[config.mk]
export PLATFORM = sky130hd
export DESIGN_NAME = tsq_top
export DESIGN_NICKNAME = d
export VERILOG_FILES = /design/src/tsq_pkg.sv /design/src/tsq_top.sv /design/src/tsq_clkdiv.sv /design/src/tsq_pulse.sv
export VERILOG_INCLUDE_DIRS = /design/src /design/src/src
export SDC_FILE = /design/constraint.sdc
export NUM_CORES = 1
export LEC_CHECK = 0
export BUFFER_PORTS_ARGS = -buffer_cell sky130_fd_sc_hd__buf_4
export CORE_AREA = 8 8 120 232
export DETAILED_ROUTE_END_ITERATION = 10
export DIE_AREA = 0 0 128 240
export MAX_ROUTING_LAYER = met4
export PLACE_DENSITY = 0.86
export SETUP_SLACK_MARGIN = 0.3
export SKIP_CTS_REPAIR_TIMING = 1
export SLEW_MARGIN = 15
export SYNTH_ARGS = -nofsm -noshare
export SYNTH_HDL_FRONTEND = slang
export SYNTH_HIERARCHICAL = 1
export SYNTH_SLANG_ARGS = --single-unit
[constraint.sdc]
create_clock -name pclk -period 3.2 [get_ports pclk]
set_clock_uncertainty 0.15 [all_clocks]
set_input_delay 0.32 -clock pclk [delete_from_list [all_inputs] [get_ports pclk]]
set_output_delay 0.32 -clock pclk [all_outputs]
set_load 0.02 [all_outputs]
[src/tsq_defs.svh]
// Register offsets, field positions, masks and reset values of the trigger sequencer
`ifndef TSQ_DEFS_SVH
`define TSQ_DEFS_SVH
// ----------------------------------------------------------------
// Register byte offsets
// ----------------------------------------------------------------
`define TSQ_OFF_CST 8'h00
`define TSQ_OFF_CON 8'h04
`define TSQ_OFF_BTE 8'h08
`define TSQ_OFF_T0LIM 8'h0C
`define TSQ_OFF_T1LIM 8'h10
`define TSQ_OFF_SDLIM 8'h14
`define TSQ_OFF_C0LIM 8'h18
`define TSQ_OFF_ISTAT 8'h1C
`define TSQ_OFF_IMASK 8'h20
// ----------------------------------------------------------------
// Field positions and masks
// ----------------------------------------------------------------
`define TSQ_CST_EN 15
`define TSQ_CST_SWT 10
`define TSQ_CST_STRT 7
`define TSQ_CST_WDTO 6
`define TSQ_CST_WMASK 16'h8483
`define TSQ_CON_WMASK 16'hFFF7
`define TSQ_BTE_WMASK 16'h1FFF
`define TSQ_REG_RST 16'h0000
`define TSQ_INT_W 3
`define TSQ_INT_WDT 0
`define TSQ_INT_BCAST 1
`define TSQ_INT_DONE 2
// ----------------------------------------------------------------
// Step command encodings
// ----------------------------------------------------------------
`define TSQ_OP_CTRL 4'h0
`define TSQ_OP_WHI 4'h4
`define TSQ_OP_WLO 4'h5
`define TSQ_OP_JC0 3'h6
`define TSQ_OPT_SD_OFF 4'h2
`define TSQ_OPT_SD_ON 4'h6
`define TSQ_OPT_T0 4'h8
`define TSQ_OPT_T1 4'h9
`define TSQ_OPT_SWT 4'hB
`define TSQ_OPT_BCAST 4'hF
`define TSQ_WDT_BASE 10'h008
`endif

[src/tsq_pkg.sv]
// Types shared by the trigger sequencer files
package tsq_pkg;
  // ----------------------------------------------------------------
  // Step engine states
  // ----------------------------------------------------------------
  typedef enum logic [2:0] {
    TSQ_IDLE = 3'b000,
    TSQ_WIN = 3'b001,
    TSQ_TMR = 3'b010,
    TSQ_SWT = 3'b011,
    TSQ_DLY = 3'b100,
    TSQ_DONE = 3'b101
  } tsq_state_t;
endpackage

[src/tsq_top.sv]
// Trigger sequencer configuration registers, APB slave and step timing engine
//
// The APB register port and the register addresses were left to the implementer.
`timescale 1ns/1ps
`default_nettype none
`include "tsq_defs.svh"
module tsq_top (
  input wire logic pclk,
  input wire logic presetn,
  input wire logic psel,
  input wire logic penable,
  input wire logic pwrite,
  input wire logic [7:0] paddr,
  input wire logic [31:0] pwdata,
  output logic [31:0] prdata,
  output logic pready,
  output logic pslverr,
  input wire logic [7:0] clk_src_pins,
  input wire logic [15:0] trig_in_pins,
  input wire logic cmd_valid,
  input wire logic [7:0] cmd_byte,
  output logic cmd_ready,
  output logic cmd_done,
  output logic jump_taken,
  output logic [4:0] jump_target,
  output logic adc_sample_trigger,
  output logic [3:0] capture_sync,
  output logic [3:0] compare_clock,
  output logic [3:0] compare_sync,
  output logic irq
);
  // ----------------------------------------------------------------
  // Registers
  // ----------------------------------------------------------------
  logic [15:0] cst_q; // Control and status
  logic [15:0] con_q; // Clock control
  logic [15:0] bte_q; // Broadcast enables
  logic [15:0] t0lim_q; // Timer0 limit
  logic [15:0] t1lim_q; // Timer1 limit
  logic [15:0] sdlim_q; // Step delay limit
  logic [15:0] c0lim_q; // Counter0 limit
  logic [2:0] istat_q; // Sticky events
  logic [2:0] imask_q; // Event enables
  logic [31:0] prdata_q;
  logic pready_q;
  logic pslverr_q;
  logic irq_q;
  // ----------------------------------------------------------------
  // Engine state
  // ----------------------------------------------------------------
  tsq_pkg::tsq_state_t state_q;
  tsq_pkg::tsq_state_t state_d;
  logic sd_en_q; // Step delay enabled by control command
  logic skip_q; // Current command bypasses the delay
  logic [3:0] opt_q; // Option of the running command
  logic lvl_q; // Wait target level, 1 for rising
  logic [15:0] tcnt_q; // Timer and delay counter
  logic [9:0] wcnt_q; // Watchdog counter
  logic [15:0] c0_q; // Counter0
  logic swt_p_q; // Soft trigger history
  logic [15:0] in_meta_q; // First stage, read only by in_sync_q
  logic [15:0] in_sync_q;
  logic [15:0] in_prev_q;
  logic cmd_ready_q;
  logic cmd_done_q;
  logic jump_taken_q;
  logic [4:0] jump_target_q;
  // ----------------------------------------------------------------
  // Field views
  // ----------------------------------------------------------------
  wire run = cst_q[`TSQ_CST_EN] & cst_q[`TSQ_CST_STRT];
  wire swt = cst_q[`TSQ_CST_SWT];
  wire [1:0] itm = cst_q[1:0];
  wire [2:0] clk_sel = con_q[15:13];
  wire [4:0] clk_div = con_q[12:8];
  wire [3:0] pwd = con_q[7:4];
  wire [2:0] wdt = con_q[2:0];
  wire tick;
  // Watchdog limit is 8 shifted left by field minus one
  function automatic logic [9:0] wdt_limit(input logic [2:0] f);
    wdt_limit = `TSQ_WDT_BASE << (f - 3'h1);
  endfunction
  // Match of a bus address to one register offset
  function automatic logic hit(input logic [7:0] a, input logic [7:0] off);
    hit = (a == off);
  endfunction
  // ----------------------------------------------------------------
  // APB decode
  // ----------------------------------------------------------------
  wire s_cst = hit(paddr, `TSQ_OFF_CST);
  wire s_con = hit(paddr, `TSQ_OFF_CON);
  wire s_bte = hit(paddr, `TSQ_OFF_BTE);
  wire s_t0 = hit(paddr, `TSQ_OFF_T0LIM);
  wire s_t1 = hit(paddr, `TSQ_OFF_T1LIM);
  wire s_sd = hit(paddr, `TSQ_OFF_SDLIM);
  wire s_c0 = hit(paddr, `TSQ_OFF_C0LIM);
  wire s_is = hit(paddr, `TSQ_OFF_ISTAT);
  wire s_im = hit(paddr, `TSQ_OFF_IMASK);
  wire mapped = s_cst | s_con | s_bte | s_t0 | s_t1 | s_sd | s_c0 | s_is | s_im;
  wire acc_wait = psel & penable & ~pready_q;
  wire wr_fire = psel & penable & pready_q & pwrite & mapped;
  wire wr_cfg = wr_fire & ~run;
  wire [15:0] wd = pwdata[15:0];
  wire [15:0] rd_mux =
    s_cst ? cst_q :
    s_con ? con_q :
    s_bte ? bte_q :
    s_t0 ? t0lim_q :
    s_t1 ? t1lim_q :
    s_sd ? sdlim_q :
    s_c0 ? c0lim_q :
    s_is ? {13'h0000, istat_q} :
    s_im ? {13'h0000, imask_q} : 16'h0000;
  // One wait state: answer is registered in the first access cycle
  always_ff @(posedge pclk or negedge presetn) begin
    if (!presetn) begin
      pready_q <= 1'b0;
      pslverr_q <= 1'b0;
      prdata_q <= 32'h00000000;
    end else begin
      pready_q <= acc_wait;
      pslverr_q <= acc_wait & ~mapped;
      if (acc_wait) begin
        prdata_q <= (pwrite | ~mapped) ? 32'h00000000 : {16'h0000, rd_mux};
      end
    end
  end
  // ----------------------------------------------------------------
  // Command decode
  // ----------------------------------------------------------------
  wire accept = cmd_valid & cmd_ready_q;
  wire [3:0] op = cmd_byte[7:4];
  wire [3:0] opt = cmd_byte[3:0];
  wire is_ctrl = (op == `TSQ_OP_CTRL);
  wire is_wait = (op == `TSQ_OP_WHI) | (op == `TSQ_OP_WLO);
  wire is_jc0 = (op[3:1] == `TSQ_OP_JC0);
  wire bcast_fire = accept & is_ctrl & (opt == `TSQ_OPT_BCAST);
  wire c0_eq = (c0_q == c0lim_q);
  wire in_bit = in_sync_q[opt_q];
  wire in_old = in_prev_q[opt_q];
  // Level mode looks at the level, edge mode needs a transition
  wire in_hit = itm[1] ? (in_bit == lvl_q) : ((in_bit == lvl_q) && (in_old != lvl_q));
  wire [15:0] tlim = opt_q[0] ? t1lim_q : t0lim_q;
  wire waiting = (state_q == tsq_pkg::TSQ_WIN) | (state_q == tsq_pkg::TSQ_TMR) |
                 (state_q == tsq_pkg::TSQ_SWT);
  wire wdt_trip = waiting && tick && (wdt != 3'h0) && (wcnt_q == wdt_limit(wdt) - 10'h001);
  // After a command either wait out the step delay or finish now
  wire tsq_pkg::tsq_state_t after = (sd_en_q && !skip_q) ? tsq_pkg::TSQ_DLY : tsq_pkg::TSQ_DONE;
  // ----------------------------------------------------------------
  // Next state
  // ----------------------------------------------------------------
  always_comb begin
    state_d = state_q;
    case (state_q)
      tsq_pkg::TSQ_IDLE: begin
        if (accept) begin
          if (is_wait) begin
            state_d = tsq_pkg::TSQ_WIN;
          end else if (is_ctrl && ((opt == `TSQ_OPT_T0) || (opt == `TSQ_OPT_T1))) begin
            state_d = tsq_pkg::TSQ_TMR;
          end else if (is_ctrl && (opt == `TSQ_OPT_SWT)) begin
            state_d = tsq_pkg::TSQ_SWT;
          end else if (sd_en_q) begin
            state_d = tsq_pkg::TSQ_DLY;
          end else begin
            state_d = tsq_pkg::TSQ_DONE;
          end
        end
      end
      tsq_pkg::TSQ_WIN: begin
        if (in_hit) begin
          state_d = after;
        end
      end
      tsq_pkg::TSQ_TMR: begin
        if (tick && (tcnt_q == tlim)) begin
          state_d = after;
        end
      end
      tsq_pkg::TSQ_SWT: begin
        if (swt && !swt_p_q) begin
          state_d = after;
        end
      end
      tsq_pkg::TSQ_DLY: begin
        if (tick && (tcnt_q == sdlim_q)) begin
          state_d = tsq_pkg::TSQ_DONE;
        end
      end
      tsq_pkg::TSQ_DONE: state_d = tsq_pkg::TSQ_IDLE;
      default: state_d = tsq_pkg::TSQ_IDLE;
    endcase
    // Watchdog or stop abandons the command
    if (wdt_trip) begin
      state_d = tsq_pkg::TSQ_DONE;
    end
    if (!run) begin
      state_d = tsq_pkg::TSQ_IDLE;
    end
  end
  // ----------------------------------------------------------------
  // Engine registers
  // ----------------------------------------------------------------
  // State, per-command latches and handshake flags
  always_ff @(posedge pclk or negedge presetn) begin
    if (!presetn) begin
      state_q <= tsq_pkg::TSQ_IDLE;
      skip_q <= 1'b0;
      opt_q <= 4'h0;
      lvl_q <= 1'b0;
      cmd_ready_q <= 1'b0;
      cmd_done_q <= 1'b0;
    end else begin
      state_q <= state_d;
      if (accept) begin
        skip_q <= is_wait & itm[0];
        opt_q <= opt;
        lvl_q <= (op == `TSQ_OP_WHI);
      end
      cmd_ready_q <= (state_d == tsq_pkg::TSQ_IDLE) && run && !accept;
      cmd_done_q <= (state_d == tsq_pkg::TSQ_DONE) && (state_q != tsq_pkg::TSQ_DONE);
    end
  end
  // Step delay enable, counters and jump result
  always_ff @(posedge pclk or negedge presetn) begin
    if (!presetn) begin
      sd_en_q <= 1'b0;
      tcnt_q <= 16'h0000;
      wcnt_q <= 10'h000;
      c0_q <= 16'h0000;
      jump_taken_q <= 1'b0;
      jump_target_q <= 5'h00;
    end else begin
      if (accept && is_ctrl && (opt == `TSQ_OPT_SD_ON)) begin
        sd_en_q <= 1'b1;
      end else if (accept && is_ctrl && (opt == `TSQ_OPT_SD_OFF)) begin
        sd_en_q <= 1'b0;
      end
      // Timer and delay share one counter, cleared on each state change
      if (state_d != state_q) begin
        tcnt_q <= 16'h0000;
      end else if (tick) begin
        tcnt_q <= tcnt_q + 16'h0001;
      end
      if (!waiting || (state_d != state_q)) begin
        wcnt_q <= 10'h000;
      end else if (tick) begin
        wcnt_q <= wcnt_q + 10'h001;
      end
      if (accept && is_jc0) begin
        c0_q <= c0_eq ? 16'h0000 : c0_q + 16'h0001;
        jump_taken_q <= !c0_eq;
        jump_target_q <= {cmd_byte[4], opt};
      end
    end
  end
  // ----------------------------------------------------------------
  // Software registers
  // ----------------------------------------------------------------
  // Config writes other than control and the event enables land only while the engine is not running (EN and STRT not both set)
  always_ff @(posedge pclk or negedge presetn) begin
    if (!presetn) begin
      cst_q <= `TSQ_REG_RST;
      con_q <= `TSQ_REG_RST;
      bte_q <= `TSQ_REG_RST;
      t0lim_q <= `TSQ_REG_RST;
      t1lim_q <= `TSQ_REG_RST;
      sdlim_q <= `TSQ_REG_RST;
      c0lim_q <= `TSQ_REG_RST;
      imask_q <= 3'h0;
      swt_p_q <= 1'b0;
    end else begin
      swt_p_q <= swt;
      // Control stays writable so software can always stop the engine
      if (wr_fire && s_cst) begin
        cst_q <= (wd & `TSQ_CST_WMASK) | (cst_q & ~`TSQ_CST_WMASK);
      end
      // Time-out flag set wins over a control write in the same cycle
      if (wdt_trip) begin
        cst_q[`TSQ_CST_WDTO] <= 1'b1;
      end
      if (wr_cfg && s_con) con_q <= wd & `TSQ_CON_WMASK;
      if (wr_cfg && s_bte) bte_q <= wd & `TSQ_BTE_WMASK;
      if (wr_cfg && s_t0) t0lim_q <= wd;
      if (wr_cfg && s_t1) t1lim_q <= wd;
      if (wr_cfg && s_sd) sdlim_q <= wd;
      if (wr_cfg && s_c0) c0lim_q <= wd;
      if (wr_fire && s_im) imask_q <= wd[2:0];
    end
  end
  // ----------------------------------------------------------------
  // Interrupts
  // ----------------------------------------------------------------
  wire [2:0] ev = {cmd_done_q, bcast_fire, wdt_trip};
  wire [2:0] w1c = (wr_fire && s_is) ? wd[2:0] : 3'h0;
  // Set wins over a clear landing in the same cycle
  always_ff @(posedge pclk or negedge presetn) begin
    if (!presetn) begin
      istat_q <= 3'h0;
      irq_q <= 1'b0;
    end else begin
      istat_q <= (istat_q & ~w1c) | ev;
      irq_q <= |(((istat_q & ~w1c) | ev) & imask_q);
    end
  end
  // ----------------------------------------------------------------
  // Trigger input synchronisers
  // ----------------------------------------------------------------
  always_ff @(posedge pclk or negedge presetn) begin
    if (!presetn) begin
      in_meta_q <= 16'h0000;
      in_sync_q <= 16'h0000;
      in_prev_q <= 16'h0000;
    end else begin
      in_meta_q <= trig_in_pins;
      in_sync_q <= in_meta_q;
      in_prev_q <= in_sync_q;
    end
  end
  // ----------------------------------------------------------------
  // Submodules
  // ----------------------------------------------------------------
  wire [12:0] trig_q;
  tsq_clkdiv u_clkdiv (
    .pclk(pclk),
    .presetn(presetn),
    .src_pins(clk_src_pins),
    .sel(clk_sel),
    .div(clk_div),
    .tick_q(tick)
  );
  // Cleared enable bits load zero, so they emit nothing
  tsq_pulse #(.W(13)) u_pulse (
    .pclk(pclk),
    .presetn(presetn),
    .fire(bcast_fire),
    .bits(bte_q[12:0]),
    .width(pwd),
    .tick(tick),
    .pulse_q(trig_q)
  );
  // ----------------------------------------------------------------
  // Outputs
  // ----------------------------------------------------------------
  assign prdata = prdata_q;
  assign pready = pready_q;
  assign pslverr = pslverr_q;
  assign cmd_ready = cmd_ready_q;
  assign cmd_done = cmd_done_q;
  assign jump_taken = jump_taken_q;
  assign jump_target = jump_target_q;
  assign adc_sample_trigger = trig_q[12];
  assign capture_sync = trig_q[11:8];
  assign compare_clock = trig_q[7:4];
  assign compare_sync = trig_q[3:0];
  assign irq = irq_q;
endmodule
`default_nettype wire

[src/tsq_clkdiv.sv]
// Sequencer clock source selection and divider producing a one-cycle tick
`timescale 1ns/1ps
`default_nettype none
module tsq_clkdiv (
  input wire logic pclk,
  input wire logic presetn,
  input wire logic [7:0] src_pins,
  input wire logic [2:0] sel,
  input wire logic [4:0] div,
  output logic tick_q
);
  // ----------------------------------------------------------------
  // Source synchronisers and edge detect
  // ----------------------------------------------------------------
  logic [7:0] meta_q; // First stage, read only by sync_q
  logic [7:0] sync_q; // Second stage
  logic [7:0] prev_q; // Edge history
  logic [4:0] cnt_q; // Source edges seen
  wire [7:0] rise = sync_q & ~prev_q;
  // Source 0 is the bus clock itself, so it gives an edge every cycle
  wire src_edge = (sel == 3'h0) ? 1'b1 : rise[sel];
  wire wrap = src_edge && (cnt_q == div);
  // Sample pins, count edges, divide by div plus one
  always_ff @(posedge pclk or negedge presetn) begin
    if (!presetn) begin
      meta_q <= 8'h00;
      sync_q <= 8'h00;
      prev_q <= 8'h00;
      cnt_q <= 5'h00;
      tick_q <= 1'b0;
    end else begin
      meta_q <= src_pins;
      sync_q <= meta_q;
      prev_q <= sync_q;
      if (src_edge) begin
        cnt_q <= wrap ? 5'h00 : cnt_q + 5'h01;
      end
      tick_q <= wrap;
    end
  end
endmodule
`default_nettype wire

[src/tsq_pulse.sv]
// Stretches a vector of trigger outputs to a programmed number of sequencer ticks
`timescale 1ns/1ps
`default_nettype none
module tsq_pulse #(
  parameter int W = 13
) (
  input wire logic pclk,
  input wire logic presetn,
  input wire logic fire,
  input wire logic [W-1:0] bits,
  input wire logic [3:0] width,
  input wire logic tick,
  output logic [W-1:0] pulse_q
);
  // ----------------------------------------------------------------
  // Width counter
  // ----------------------------------------------------------------
  logic [3:0] cnt_q; // Ticks still to hold
  // Load on fire, drop after width plus one ticks
  always_ff @(posedge pclk or negedge presetn) begin
    if (!presetn) begin
      pulse_q <= '0;
      cnt_q <= 4'h0;
    end else if (fire) begin
      pulse_q <= bits;
      cnt_q <= width;
    end else if (tick && (pulse_q != '0)) begin
      if (cnt_q == 4'h0) begin
        pulse_q <= '0;
      end else begin
        cnt_q <= cnt_q - 4'h1;
      end
    end
  end
endmodule
`default_nettype wire

Word-level counts from Yosys, hierarchy flattened:

Index checks and enable logic that the tools add are counted.

* $add $sub $neg: 7
* $lt $le $gt $ge: 2
* eq/ne operators: 32
* shift operators: 1
* mux-type cells: 49
* bitwise gates (word level): 34
* reduce and logical (&&, ||, !) cells: 52

Operators with widths (number)
* $mux W16: 12
* $eq A16 B16 Y1: 3
* $mux W13: 3
* $mux W3: 13
* $add A16 B1 Y16 const B: 2
* $eq A8 B5 Y1 const B: 4
* $logic_and A1 B1 Y1: 28
* $mux W10: 2
* $eq A4 B4 Y1 const B: 4
* $eq A8 B4 Y1 const B: 2
* $or A16 B15 Y16: 1
* $pmux W3 S5: 1
* $reduce_bool A13 Y1: 1
* $and A1 B1 Y1: 12
* $eq A4 B3 Y1 const B: 3
* $mux W4: 3
* $or A1 B1 Y1: 12
* $reduce_bool A2 Y1: 6
* $add A10 B1 Y10 const B: 1
* $eq A10 B10 Y1: 1
* $mux W1: 10
* $shl A4 B3 Y10 const A: 1
* $sub A10 B1 Y10 const B: 1
* $eq A3 B3 Y1 const B: 3
* other kinds (34): 48

* bits in registers: 305
* bits of input ports: 78
* output and inout port bits: 56
* word-level logic and storage cells: 214

Depth between registers and ports, before layout:

Gate-level depths: netlist (run 1).

* depth in word-level cells: 17
* depth in mapped cells: 13
* depth with buffers taken out: 11

Cells and area by module:

Netlist (run 1), hierarchy kept.

By module, submodules not included
* tsq_top: instances 1, cells an instance 966, area each 11159.5 um^2, seq. area each 5805.6 um^2
* tsq_clkdiv: instances 1, cells an instance 73, area each 992.2 um^2, seq. area each 675.6 um^2
* tsq_pulse: instances 1, cells an instance 63, area each 774.5 um^2, seq. area each 425.4 um^2

Worst setup path before layout (run 1):

Ideal clock, no wire load.

* path type: register to register
* from: reg con_q[2]
* to: reg wcnt_q[6]
* library setup time: 0.096 ns
* arrival time: 2.972 ns
* data required time: 2.954 ns
* setup slack: -0.018 ns
* cell stages (with the launch flop): 14
* buffers on the path: 2
* period minus slack after synthesis: 3.218 ns
* cells stage by stage: dfrtp_1 -> clkbuf_1 -> nand2b_1 -> or2_2 -> ha_1 -> and3_1 -> a211oi_1 -> xor2_1 -> and3_1 -> a221o_1 -> o21ai_1 -> nand4_4 -> buf_6 -> nor4_2

* longest elaborated chain between the ends: 10
* elaborated cells on any way between the ends: 13
* classes of those cells: add/sub (2); eq/ne (2); shift (1); mux (3); reduce/logical (5)

RTL lines
* start, declared: RTL line tsq_top.sv:36 `logic [15:0] con_q;`
* start signal, assigned: RTL line tsq_top.sv:264 `` con_q <= `TSQ_REG_RST; ``
* start signal, assigned: RTL line tsq_top.sv:282 `` if (wr_cfg && s_con) con_q <= wd & `TSQ_CON_WMASK; ``
* $sub A3 B1 Y3: RTL line tsq_top.sv:81 `` wdt_limit = `TSQ_WDT_BASE << (f - 3'h1); ``
* $shl A4 B3 Y10 (no line)
* $sub A10 B1 Y10: RTL line tsq_top.sv:146 `wire wdt_trip = waiting && tick && (wdt != 3'h0) && (wcnt_q == wdt_limit(wdt) - 10'h001);`
* $eq A10 B10 Y1: RTL line tsq_top.sv:146
* $logic_and A1 B1 Y1 *: RTL line tsq_top.sv:146
* $mux W3 *: RTL line tsq_top.sv:194 `if (wdt_trip) begin`
* $mux W3 *: RTL line tsq_top.sv:197 `if (!run) begin`
* $ne A3 B3 Y1 *: RTL line tsq_top.sv:245 `if (!waiting || (state_d != state_q)) begin`
* $logic_or A1 B1 Y1 *: RTL line tsq_top.sv:245
* $mux W10 or $reduce_bool A2 Y1 (tied branches)
* end signal, assigned: RTL line tsq_top.sv:248 `wcnt_q <= wcnt_q + 10'h001;`
* end, declared: RTL line tsq_top.sv:58 `logic [9:0] wcnt_q;`

Every way passes the cells marked *; elsewhere a longest branch is shown, timed or not.
A chain may end at the register's enable or synchronous reset.

Worst setup path after layout (run 1):

* from: reg con_q[2]
* to: reg tcnt_q[1]

* longest elaborated chain between the ends: 9
* elaborated cells on any way between the ends: 12
* classes of those cells: add/sub (2); eq/ne (2); shift (1); mux (3); reduce/logical (4)

RTL lines
* $sub A3 B1 Y3: RTL line tsq_top.sv:81
* $shl A4 B3 Y10 (no line)
* $sub A10 B1 Y10: RTL line tsq_top.sv:146
* $eq A10 B10 Y1: RTL line tsq_top.sv:146
* $logic_and A1 B1 Y1 *: RTL line tsq_top.sv:146
* $mux W3 *: RTL line tsq_top.sv:194
* $mux W3 *: RTL line tsq_top.sv:197
* $ne A3 B3 Y1 *: RTL line tsq_top.sv:240 `if (state_d != state_q) begin`
* $mux W16 or $reduce_bool A2 Y1 (tied branches)
* end signal, assigned: RTL line tsq_top.sv:243 `tcnt_q <= tcnt_q + 16'h0001;`
* end, declared: RTL line tsq_top.sv:57 `logic [15:0] tcnt_q;`

Marks and branches as above.

==> out/summary.md, run 1 <==
The run finished, with violations left. The final reports fail on negative hold slack. For the pin with the worst max-slew slack, the measured transition is 0.834 ns.

The met1 routing resource usage after global routing is 0.266, and the number of distinct standard cells referenced by the synthesized netlist is 83. The first-pass GRT wire length came out at 53.8 mm. The die is 240 um tall. For the worst slack on hold paths, the log shows -0.00938 ns. The cell count after placement is 1524, and the count of yosys warnings during synthesis is 6. The die width works out to 128 um.

By startpoint and endpoint, the worst setup path is classified as reg -> reg. Synthesized instance count: 1102. The count of flip-flops with a built-in enable after synthesis was 0. The proportion of synthesized flip-flops having asynchronous set or reset is 1.00. STA classifies the critical path endpoint as a register.

The met2 demand-to-capacity share in global routing came out at 0.388. The analysis attributes to cell leakage a power of 7.26 nW. The total power density per cell area came out at 502 nW/um^2. The clock passes through at most 3 buffers. The tools report the overall via count from detail_route as 9796. The number of buffer cells added on primary ports is 100. Leaving out fill and tap cells, the most frequent cell in the layout is sky130_fd_sc_hd__dfrtp_1. The initial cell density of the core was 0.521. The later pin in the worst-skew pair is clocked with a latency of 0.56 ns. For this run the aggregate overflow at the end of global routing stands at 0.

At the placement stage, the worst setup path has a slack of 0.0881 ns. The synthesized flop and latch total was 276; the final-report hold violation count was 3. For the worst setup path, the data arrival time is 3.34 ns.

The mean post-synth cell area works out to 11.7 um^2. The number of DRC violations after detailed-routing iteration 0 is 985. The critical path ends at tcnt_q[1].

Entering global routing, the biggest net connects 91 pins. The net count of the finished layout is 1347. The startpoint type of the worst setup path is a register. The die covers 30700 um^2.

The clock net in this run drives a total of 276 sinks. The core region is 24800 um^2. The biggest fanout along the worst timing path was 26. The wire length per cell is 22.3 um, and the post-DP HPWL is 24.7 mm.

For the total track usage, the log shows 0.230. Summing every instance area after synthesis gives 12900 um^2. The tools report the number of pins exceeding their max-slew limit in the final report as 0.

After synthesis, the cell types taking the most area are sky130_fd_sc_hd__dfrtp_1, sky130_fd_sc_hd__mux2_2, sky130_fd_sc_hd__xnor2_1. For this run, the detailed router's first-pass iteration total came to 8. TritonCTS built the clock tree.

The proportion of layout cells with a drive suffix above 1 is 0.278. The layer with the highest usage was met2. The number of global-route vias before repair is 9862.

The top cell types in the final layout, fill and taps aside, are sky130_fd_sc_hd__dfrtp_1, sky130_fd_sc_hd__buf_4, sky130_fd_sc_hd__mux2_2. Setup violations remaining at the end of the flow were counted as 0. Area share of the leading cell type in the synthesized netlist: 0.534.

Fill cells in the final layout number 1880. The logs give 0 for the number of design rule violations left after detail routing and 0 for the number of nets with antenna violations after routing. The via count normalized by instance count was 6.05. Once routing completed, OpenROAD measured the worst setup slack at 0.168 ns. The worst register-to-register path ends at tcnt_q[1]. The tool flagged a number of max-cap violations equal to 0. For flop-to-flop paths, the worst setup slack is 0.17 ns. The tools report the required time of the critical path as 3.51 ns.

The startpoint identified for the worst register-to-register timing path is con_q[2]. The repair_antennas step left the layout with diodes totalling 0. The count of cells along the worst register-to-register path was 11. Top achievable clock speed: 330 MHz. Routability-driven placement finished with a final weighted congestion of 0.959.

The area growth from synthesis to layout is 21.9%. Setup repair after global routing could not meet its margin everywhere. The run gives 0 as the initial antenna violation count. The tree is rooted in a sky130_fd_sc_hd__clkbuf_16. For the final standard cell count with taps included and fillers excluded, the log shows 1618. The launch point of the critical path was con_q[2]. Library cell occupying the most area in the post-synthesis netlist: sky130_fd_sc_hd__dfrtp_1. The relative slew slack came out at 0.442. The worst hold path belongs to the class in -> reg. The met3 track demand over resource was 0.0355. Clock-pin slew was measured on the worst setup and hold paths at 0.07 ns.

The portion of the post-synthesis area used by sequential elements was 0.534; the number of placement rows was 82. The tools report the maximum vdd ir drop as 0.522 mV. The most instantiated flip-flop cell in the synthesis netlist is sky130_fd_sc_hd__dfrtp_1.

The H-tree level count is 1. The time the worst path needs with I/O delays and setup was 3.03 ns; the count of pins on the block boundary was 134. Final clock period utilization by the worst path: 0.948. In this run, CTS created clock tree buffers numbering 25.

The routed design has 36.1 mm of wire.
how the worst min path moves through the flow:
stage / cells past startpoint / endpoint / start
2_1_floorplan: 0 / bte_q[0] / presetn
3_3_place_gp: 0 / u_clkdiv/sync_q[6] / u_clkdiv/meta_q[6]
3_5_place_dp: 0 / in_sync_q[12] / in_meta_q[12]
4_1_cts: 1 / tcnt_q[0] / presetn
5_1_grt: 3 / lvl_q / cmd_byte[5]
6_report: 4 / skip_q / cmd_byte[7]
metal layers:
| metal | routed length, um | up-vias |
|---|---|---|
| li1 | - | 4284 |
| met2 | 18900 | 439 |
| met3 | 2290 | 92 |
| met4 | 1440 | 0 |
| met5 | 0 | - |
| met1 | 13500 | 4981 |
report_power, final:
group | total [W] | switching, W | internal [W]
Clock | 0.00359 | 0.00134 | 0.00225
Combinational | 0.000616 | 0.000336 | 0.000280
Sequential | 0.00370 | 0.000125 | 0.00358
area by class of cell:
type | instances | area [um^2] | area share
multi-input combinational | 754 | 5750 | 0.365
timing repair buffer | 187 | 1610 | 0.102
tap | 336 | 420 | 0.0267
inverter | 19 | 71.3 | 0.00453
clock buffer | 31 | 678 | 0.0430
clock inverter | 15 | 324 | 0.0206
sequential | 276 | 6910 | 0.438
cell families (layout without fill, tap and decap cells):
family,Yosys count,after routing,share of synthesized area
flip-flops,276,276,0.534
AO/OA/AOI/OAI,183,183,0.104
AND/OR/NAND/NOR,320,320,0.134
other,1,16,0.000290
adder cells (fa/ha/maj),6,6,0.00581
multiplexers,146,146,0.132
XOR/XNOR,83,83,0.0562
buffers and inverters,87,252,0.0339
stage by stage:
step	cell area [um^2]	total power [W]	hold slack [ns]	TNS, ns	utilization
after floorplan	13000	0.00406	-0.126	0	-
after global placement	14200	0.00430	0.184	0	0.572
after detailed placement	14200	0.00433	0.185	0	0.572
after CTS	15200	0.00789	-0.343	0	0.613
after global routing	15800	0.00812	0.00786	-0.00785	0.634
final	15800	0.00791	-0.00938	0	0.634
cells in the mapped netlist, drive strengths merged, types with 23 or more instances:
master / n
dfrtp: 276
clkbuf: 32
nor2: 62
nand3: 27
and3: 23
nand2: 85
mux2i: 29
a21oi: 27
xor2: 29
o21ai: 43
mux2: 109
xnor2: 54
buf: 36
critical path: stages (launching register included):
cell	delay, ns
sky130_fd_sc_hd__dfrtp_1	0.42
sky130_fd_sc_hd__or3b_4	0.42
sky130_fd_sc_hd__ha_4	0.19
sky130_fd_sc_hd__nor4bb_2	0.30
sky130_fd_sc_hd__a211oi_2	0.08
sky130_fd_sc_hd__xor2_1	0.19
sky130_fd_sc_hd__and3_1	0.19
sky130_fd_sc_hd__a221o_1	0.34
sky130_fd_sc_hd__o21ai_2	0.16
sky130_fd_sc_hd__nand4_4	0.12
sky130_fd_sc_hd__buf_12	0.19
sky130_fd_sc_hd__nor3b_2	0.17
sequential cells by signal, summed over array words and instances (netlist names), 5 cells and up:
signal	flops
prdata	16
u_clkdiv/prev_q	7
t1lim_q	16
sdlim_q	16
c0_q	16
jump_target	5
con_q	15
in_sync_q	16
wcnt_q	10
t0lim_q	16
c0lim_q	16
bte_q	13
cst_q	6
u_clkdiv/cnt_q	5
u_clkdiv/sync_q	7
in_prev_q	16
tcnt_q	16
u_clkdiv/meta_q	7
in_meta_q	16
u_pulse/pulse_q	13
No activity file was read; power rests on OpenSTA's default activity.
==> run 2, diff against run 1 <==
--- a/config.mk
+++ b/config.mk
@@ -7,11 +7,11 @@
 export NUM_CORES = 1
 export LEC_CHECK = 0
 export BUFFER_PORTS_ARGS = -buffer_cell sky130_fd_sc_hd__buf_4
-export CORE_AREA = 8 8 120 232
+export CORE_AREA = 8 8 118 228
 export DETAILED_ROUTE_END_ITERATION = 10
-export DIE_AREA = 0 0 128 240
+export DIE_AREA = 0 0 126 236
 export MAX_ROUTING_LAYER = met4
-export PLACE_DENSITY = 0.86
+export PLACE_DENSITY = 0.85
 export SETUP_SLACK_MARGIN = 0.3
 export SKIP_CTS_REPAIR_TIMING = 1
 export SLEW_MARGIN = 15
==> constraint.sdc (replaced) <==
create_clock -name pclk -period 3.9 [get_ports pclk]
set_clock_uncertainty 0.15 [all_clocks]
set_input_delay 0.39 -clock pclk [delete_from_list [all_inputs] [get_ports pclk]]
set_output_delay 0.39 -clock pclk [all_outputs]
set_load 0.02 [all_outputs]
==> out/summary.md, run 2 (same netlist as run 1, synthesis figures left out) <==
The clock passes through at most 3 buffers. Adding up every negative setup slack in the final design gives 0 ns. The proportion of layout cells with a drive suffix above 1 is 0.266.

In this run the critical register-to-register path is launched from con_q[0]. The biggest fanout along the worst timing path was 13; the post-layout net count was 1320. The startpoint type of the worst setup path is a register. The worst hold path passes through 2 cells. Across all layers, the routed design uses 9807 vias.

0 antenna diodes ended up in the layout. In the layout the commonest cells are sky130_fd_sc_hd__dfrtp_1, sky130_fd_sc_hd__buf_4, sky130_fd_sc_hd__mux2_2. The run gives 10.1k as the number of global-route vias before repair. The floorplan step set the die height to 236 um. The tools report the endpoint of the worst hold-timing path as bte_q[9].

The tools report the number of buffers added by the clock tree synthesis step as 25. The HPWL after detailed placement is 25.9 mm. For the finished layout, the period the worst path requires is 3.52 ns.

The tools report the length of the first detailed-routing pass in iterations as 6. VDD sags by at most 0.528 mV. The critical path's top delay family is simple AND/OR/NAND/NOR gates.

Across all hold checks on the routed design, the worst slack comes to 0.00983 ns. Traced cell by cell, the critical path runs through or3b_1, ha_1, and3_1, a211oi_1, xor2_1, and3_1, a221o_1, o21ai_2, nand4_4, buf_4, nor3b_2. TritonCTS sink count: 276. Buffers placed on the I/O ports in this run total 100. The first-pass GRT wire length came out at 56.9 mm.

The wire length per cell came out at 24.4 um. The number of pins exceeding their max-slew limit in the final report came out at 0. The logs give 0.252 for the total track usage and 0.38 ns for the worst setup slack for register-to-register paths. The first routing iteration left 837 violations. Data on the critical path is required at its endpoint by 4.21 ns. The most common library cell in the layout ignoring fill and taps was sky130_fd_sc_hd__dfrtp_1. The flow ran to the end, and the final reports show no timing, DRC or antenna violations. The final clock period utilization by the worst path came out at 0.902. The filler cells instantiated in the layout total 1789. The floorplan step set the die width to 126 um. STA classifies the critical path endpoint as a register.

Timing would allow up to 284 MHz. In the routed layout, each cell is associated on average with a via count of 6.37. Count of cells along the worst register-to-register path: 11. In this run the most critical hold path is launched from pwdata[9]. The total buffers and inverters traversed by the critical path came out at 1. The run gives 0 as the final-report hold violation count. TritonCTS built the clock tree. The max-cap violation count was 0. The worst setup path is of the reg -> reg kind. The area growth from synthesis to final layout was 17.3%; the worst endpoint data arrival time was 3.82 ns. The relative slew slack was 0.352. The placer congestion estimate is 0.941. The initial antenna violation count is 0, and the core area is 23800 um^2. The endpoint identified for the worst register-to-register timing path is tcnt_q[1].

The logs give 0.543 for the initial cell density of the core and 80 for the number of placement rows. On the worst path, the slowest cell contributes a delay of 0.49 ns. Setup repair after global routing could not meet its margin everywhere. The area of the multi-input gates was 5670 um^2; the number of design rule violations left after detail routing was 0.

Total power density per cell area: 398 nW/um^2. For this design, the slowest cell found on the critical path is sky130_fd_sc_hd__dfrtp_2. The number of nets with antenna violations after routing is 0, and the setup-violating endpoint count in the final report is 0. Summed over all layers, the global routing overflow is 0.

The floorplan step defined a die boundary enclosing 29700 um^2. In the final layout, flip-flops and latches occupy 6910 um^2. For this design the static power due to leakage is 7.05 nW. The clock input transition at the sequential cells of the worst setup and hold paths was 0.07 ns. The launch point of the critical path is con_q[0]. The logs give 1 for the H-tree level count and 134 for the count of pins on the block boundary.

Clock latency on the worst-skew pair, taken at its later pin, is 0.53 ns. The final layout contains routed wiring with a total length of 37.6 mm. At the pin with the least slew margin, the transition time is 0.972 ns. Most repeated library cell on the critical path: sky130_fd_sc_hd__and3_1. The maximum number of pins on one net before global-route repair came out at 121. The root cell of the clock tree is sky130_fd_sc_hd__clkbuf_16. The tightest min-delay check is of the in -> reg type.
## run 2: changes by cell type in the layout (fill, tap and decap cells not counted), sizes merged
| cell | delta |
|---|---|
| clkinv | +4 |
| dlygate4sd3 | -18 |
| clkbuf | +1 |
| buf | -10 |
| clkinvlp | -2 |
| bufinv | -6 |
| nand4 | +1 |
| inv | +1 |
## run 2: where the power goes
part | internal, W | total (W) | leakage [nW] | switching [W]
logic | 0.000211 | 0.000473 | 2.99 | 0.000262
registers | 0.00294 | 0.00305 | 3.64 | 0.000112
clock network | 0.00143 | 0.00252 | 0.409 | 0.00109
total | 0.00458 | 0.00604 | 7.05 | 0.00146
## run 2: how the worst max path moves through the flow
stage / to / slack (ns) / depth (start not counted)
3_3_place_gp: wcnt_q[2] / 0.32 / 10
5_1_grt: tcnt_q[1] / 0.22 / 10
6_report: tcnt_q[1] / 0.38 / 11
2_1_floorplan: wcnt_q[6] / 0.68 / 13
3_5_place_dp: wcnt_q[0] / 0.21 / 10
4_1_cts: wcnt_q[0] / 0.16 / 10
## run 2: final cells by class
type | instances | share of cell area
sequential | 276 | 0.456
multi-input combinational | 755 | 0.374
timing repair buffer | 159 | 0.0875
clock buffer | 32 | 0.0443
tap | 287 | 0.0237
clock inverter | 12 | 0.0101
inverter | 19 | 0.00470
## run 2: stage by stage
step | worst slack [ns] | utilization | power, W | std cells | instance area [um^2]
3_5_place_dp | 0.213 | 0.587 | 0.00354 | 1462 | 14000
3_3_place_gp | 0.316 | 0.587 | 0.00352 | 1462 | 14000
2_1_floorplan | 0.682 | - | 0.00333 | 1117 | 13000
5_1_grt | 0.220 | 0.636 | 0.00623 | 1540 | 15200
6_report | 0.384 | 0.636 | 0.00604 | 1540 | 15200
4_1_cts | 0.160 | 0.622 | 0.00603 | 1506 | 14800
## run 2: layer usage
layer | routed length (um) | GRT usage | vias up | part of all wire
met5 | 0 | - | - | 0
met4 | 2610 | 0.169 | 0 | 0.069
met3 | 2370 | 0.0371 | 161 | 0.063
met2 | 19400 | 0.427 | 488 | 0.52
met1 | 13300 | 0.269 | 4925 | 0.35
li1 | - | - | 4233 | -
==> run 3, diff against run 2 <==
--- a/config.mk
+++ b/config.mk
@@ -7,9 +7,10 @@
 export NUM_CORES = 1
 export LEC_CHECK = 0
 export BUFFER_PORTS_ARGS = -buffer_cell sky130_fd_sc_hd__buf_4
-export CORE_AREA = 8 8 118 228
+export CORE_AREA = 2 2 112 222
+export CTS_CLUSTER_DIAMETER = 100
 export DETAILED_ROUTE_END_ITERATION = 10
-export DIE_AREA = 0 0 126 236
+export DIE_AREA = 0 0 114 224
 export MAX_ROUTING_LAYER = met4
 export PLACE_DENSITY = 0.85
 export SETUP_SLACK_MARGIN = 0.3
==> constraint.sdc (replaced) <==
create_clock -name pclk -period 3.64 [get_ports pclk]
set_clock_uncertainty 0.15 [all_clocks]
set_input_delay 0.364 -clock pclk [delete_from_list [all_inputs] [get_ports pclk]]
set_output_delay 0.364 -clock pclk [all_outputs]
set_load 0.02 [all_outputs]
==> out/summary.md, run 3 (same netlist as run 1, synthesis figures left out) <==
The longest clock path from root to sink contains 3 buffers. For the H-tree level count, the log shows 1. In this run the power spent charging and discharging nets is 0.00159 W.

The post-layout net count is 1336, and the TritonCTS sink count is 276. For the floorplan die area, the log shows 25500 um^2. The library cell used most frequently in the layout, excluding fill and tap cells, is sky130_fd_sc_hd__dfrtp_1.

The critical path goes through nand2b_1, or2_2, ha_2, and3_1, a211oi_2, xor2_1, and3_1, a221o_1, o21ai_2, nand4_4, buf_12, buf_4, nor2_1. At the later pin of the worst-skew pair, clock insertion delay measures 0.54 ns. The via count normalized by instance count works out to 6.29.

For the number of placement rows, the log shows 80. TritonCTS built the clock tree. The total stage count of the critical path is 13.

The run gives 95 as the maximum number of pins on one net before global-route repair. For this design the static power due to leakage is 7.13 nW. The logs give 0 for the final-report hold violation count and 25 for the number of buffers added by the clock tree synthesis step.

The run gives 0 as the total congestion overflow. The run finished with clean final reports. Relative to the synthesized area, the layout overhead comes to 18.9%. The initial antenna violation count is 0, and the biggest fanout along the worst timing path is 18. The slowest stage of the critical path belongs to the cell sky130_fd_sc_hd__dfrtp_1. For the cell count after placement, the log shows 1470.

The switching part of the total power works out to 0.242. Number of nets with antenna violations after routing: 0. The number of DRC violations after detailed-routing iteration 0 is 821, and the count of cells along the worst hold path is 3.

The path class of the tightest hold or removal check is in -> reg. The finished layout holds 1557 standard cells, fillers aside. IR analysis of the VDD net gives a maximum drop of 0.422 mV. For the initial cell density of the core, the log shows 0.543. The root cell of the clock tree was sky130_fd_sc_hd__clkbuf_16. The tools report the number of design rule violations left after detail routing as 0. The tools report the antenna diode instance count as 0. Setup repair after global routing left no endpoint under its margin. The worst setup path is launched from a register. In this run the critical register-to-register path is launched from con_q[2]. The count of cells along the worst register-to-register path was 13. The logs give 36.4 mm for the total detailed-routing wirelength and 0.00496 W for the design internal power.

The proportion of layout cells with a drive suffix above 1 came out at 0.272. In the layout the commonest cells are sky130_fd_sc_hd__dfrtp_1, sky130_fd_sc_hd__buf_4, sky130_fd_sc_hd__mux2_2. The number of fill cells is 1773.

The first-pass GRT wire length was 54.6 mm. The run gives 3.96 ns as the required time of the critical path. The time the worst path needs with I/O delays and setup works out to 3.17 ns. The worst setup path is captured at a register. Overall power consumption after layout is estimated at 0.00655 W.

The final setup TNS was 0 ns; the number of global-route vias before repair was 9812. The logs give 134 for the count of pins on the block boundary and 3.49 ns for the worst endpoint data arrival time. After detailed routing, the average wire length per cell comes to 23.4 um. The critical path's top delay family was simple AND/OR/NAND/NOR gates. Most repeated library cell on the critical path: sky130_fd_sc_hd__and3_1. The startpoint identified for the worst hold timing path is cmd_byte[6]. Setup violations remaining at the end of the flow were counted as 0. The wire-length estimate of the detail-placed layout is 25.4 mm. The tools report the total track usage as 0.288. The length of the first detailed-routing pass in iterations was 6.

Summing all flip-flop and latch instances after layout gives 6910 um^2. The total power density per cell area is 426 nW/um^2, and the clock network fraction of design power is 0.421. The congestion estimate from routability-driven global placement came to 0.952. The overall via count from detail_route came out at 9794. For the portion of total power attributed to sequential cells, the log shows 0.500.

The run gives 0.415 as the relative slew slack. The number of pins exceeding their max-slew limit in the final report was 0. The clock input transition at the sequential cells of the worst setup and hold paths is 0.07 ns, and the die height is 224 um.

During placement, the flow inserted port buffers numbering 100. The combinational fraction of design power was 0.079. The run gives 315 MHz as the top achievable clock speed. After floorplanning, the core was sized to cover 23800 um^2.

Across the run, the number of max-cap violations was 0. The slew at the pin with the worst max-slew slack was 0.874 ns. The final clock period utilization by the worst path was 0.871. Tracing the worst setup path back leads to its startpoint at con_q[2]. The critical path is of the reg -> reg type. From left edge to right edge, the die measures 114 um. The largest single stage delay on the critical path is 0.40 ns. Area of the multi-input gates: 5710 um^2. Counting both buffers and inverters, the worst setup path holds a total of 2.
-- run 3: changes by cell type in the layout (fill, tap and decap cells not counted), sizes merged --
cell / change
nand4: -1
clkbuf: +3
clkinv: -2
clkinvlp: +1
buf: +7
inv: -1
dlygate4sd3: +10
-- run 3: worst paths after layout --
path	slack, ns	end
worst max-delay path	0.47	tcnt_q[10]
worst min-delay path	0.02	lvl_q
worst max register to register	0.47	tcnt_q[10]
worst min register to register	0.20	in_sync_q[7]
max in group asynchronous	2.16	con_q[0]
min in group asynchronous	0.29	wcnt_q[7]
-- run 3: worst register-to-register path: stages (launching register included) --
cell and delay, ns:
sky130_fd_sc_hd__dfrtp_1 0.40, sky130_fd_sc_hd__nand2b_1 0.17, sky130_fd_sc_hd__or2_2 0.28, sky130_fd_sc_hd__ha_2 0.24, sky130_fd_sc_hd__and3_1 0.21, sky130_fd_sc_hd__a211oi_2 0.21
sky130_fd_sc_hd__xor2_1 0.13, sky130_fd_sc_hd__and3_1 0.21, sky130_fd_sc_hd__a221o_1 0.32, sky130_fd_sc_hd__o21ai_2 0.19, sky130_fd_sc_hd__nand4_4 0.13, sky130_fd_sc_hd__buf_12 0.18
sky130_fd_sc_hd__buf_4 0.16, sky130_fd_sc_hd__nor2_1 0.11
-- run 3: final cells by class --
type	count	share of cell area
Clock buffer	35	0.0464
Inverter	19	0.00464
Clock inverter	10	0.00855
Tap cell	287	0.0234
Timing Repair Buffer	176	0.0962
Multi-Input combinational cell	754	0.371
Sequential cell	276	0.449
-- run 3: power groups by stage --
stage / clock [W] / combinational [W] / sequential (W)
floorplan: 0 / 0.000320 / 0.00325
global placement: 0 / 0.000459 / 0.00332
detailed placement: 0 / 0.000472 / 0.00333
CTS: 0.00279 / 0.000476 / 0.00327
global route: 0.00291 / 0.000566 / 0.00327
finish: 0.00276 / 0.000514 / 0.00328
-- run 3: stage by stage --
stage	hold WS [ns]	util	area (um^2)	worst slack, ns
after CTS	-0.271	0.624	14900	0.188
final	0.0181	0.645	15400	0.469
after global routing	0.0177	0.645	15400	0.276
after detailed placement	0.186	0.589	14000	0.210
after floorplan	-0.0816	-	13000	0.422
after global placement	0.183	0.589	14000	0.275
-- run 3: per-layer routing --
layer  wire [um]  GRT usage  vias to the layer above
met5           0          -                        -
met4        2900      0.211                        0
met3        2080     0.0452                      154
met2       18900      0.481                      466
met1       12500      0.305                     4901
li1            -          -                     4273
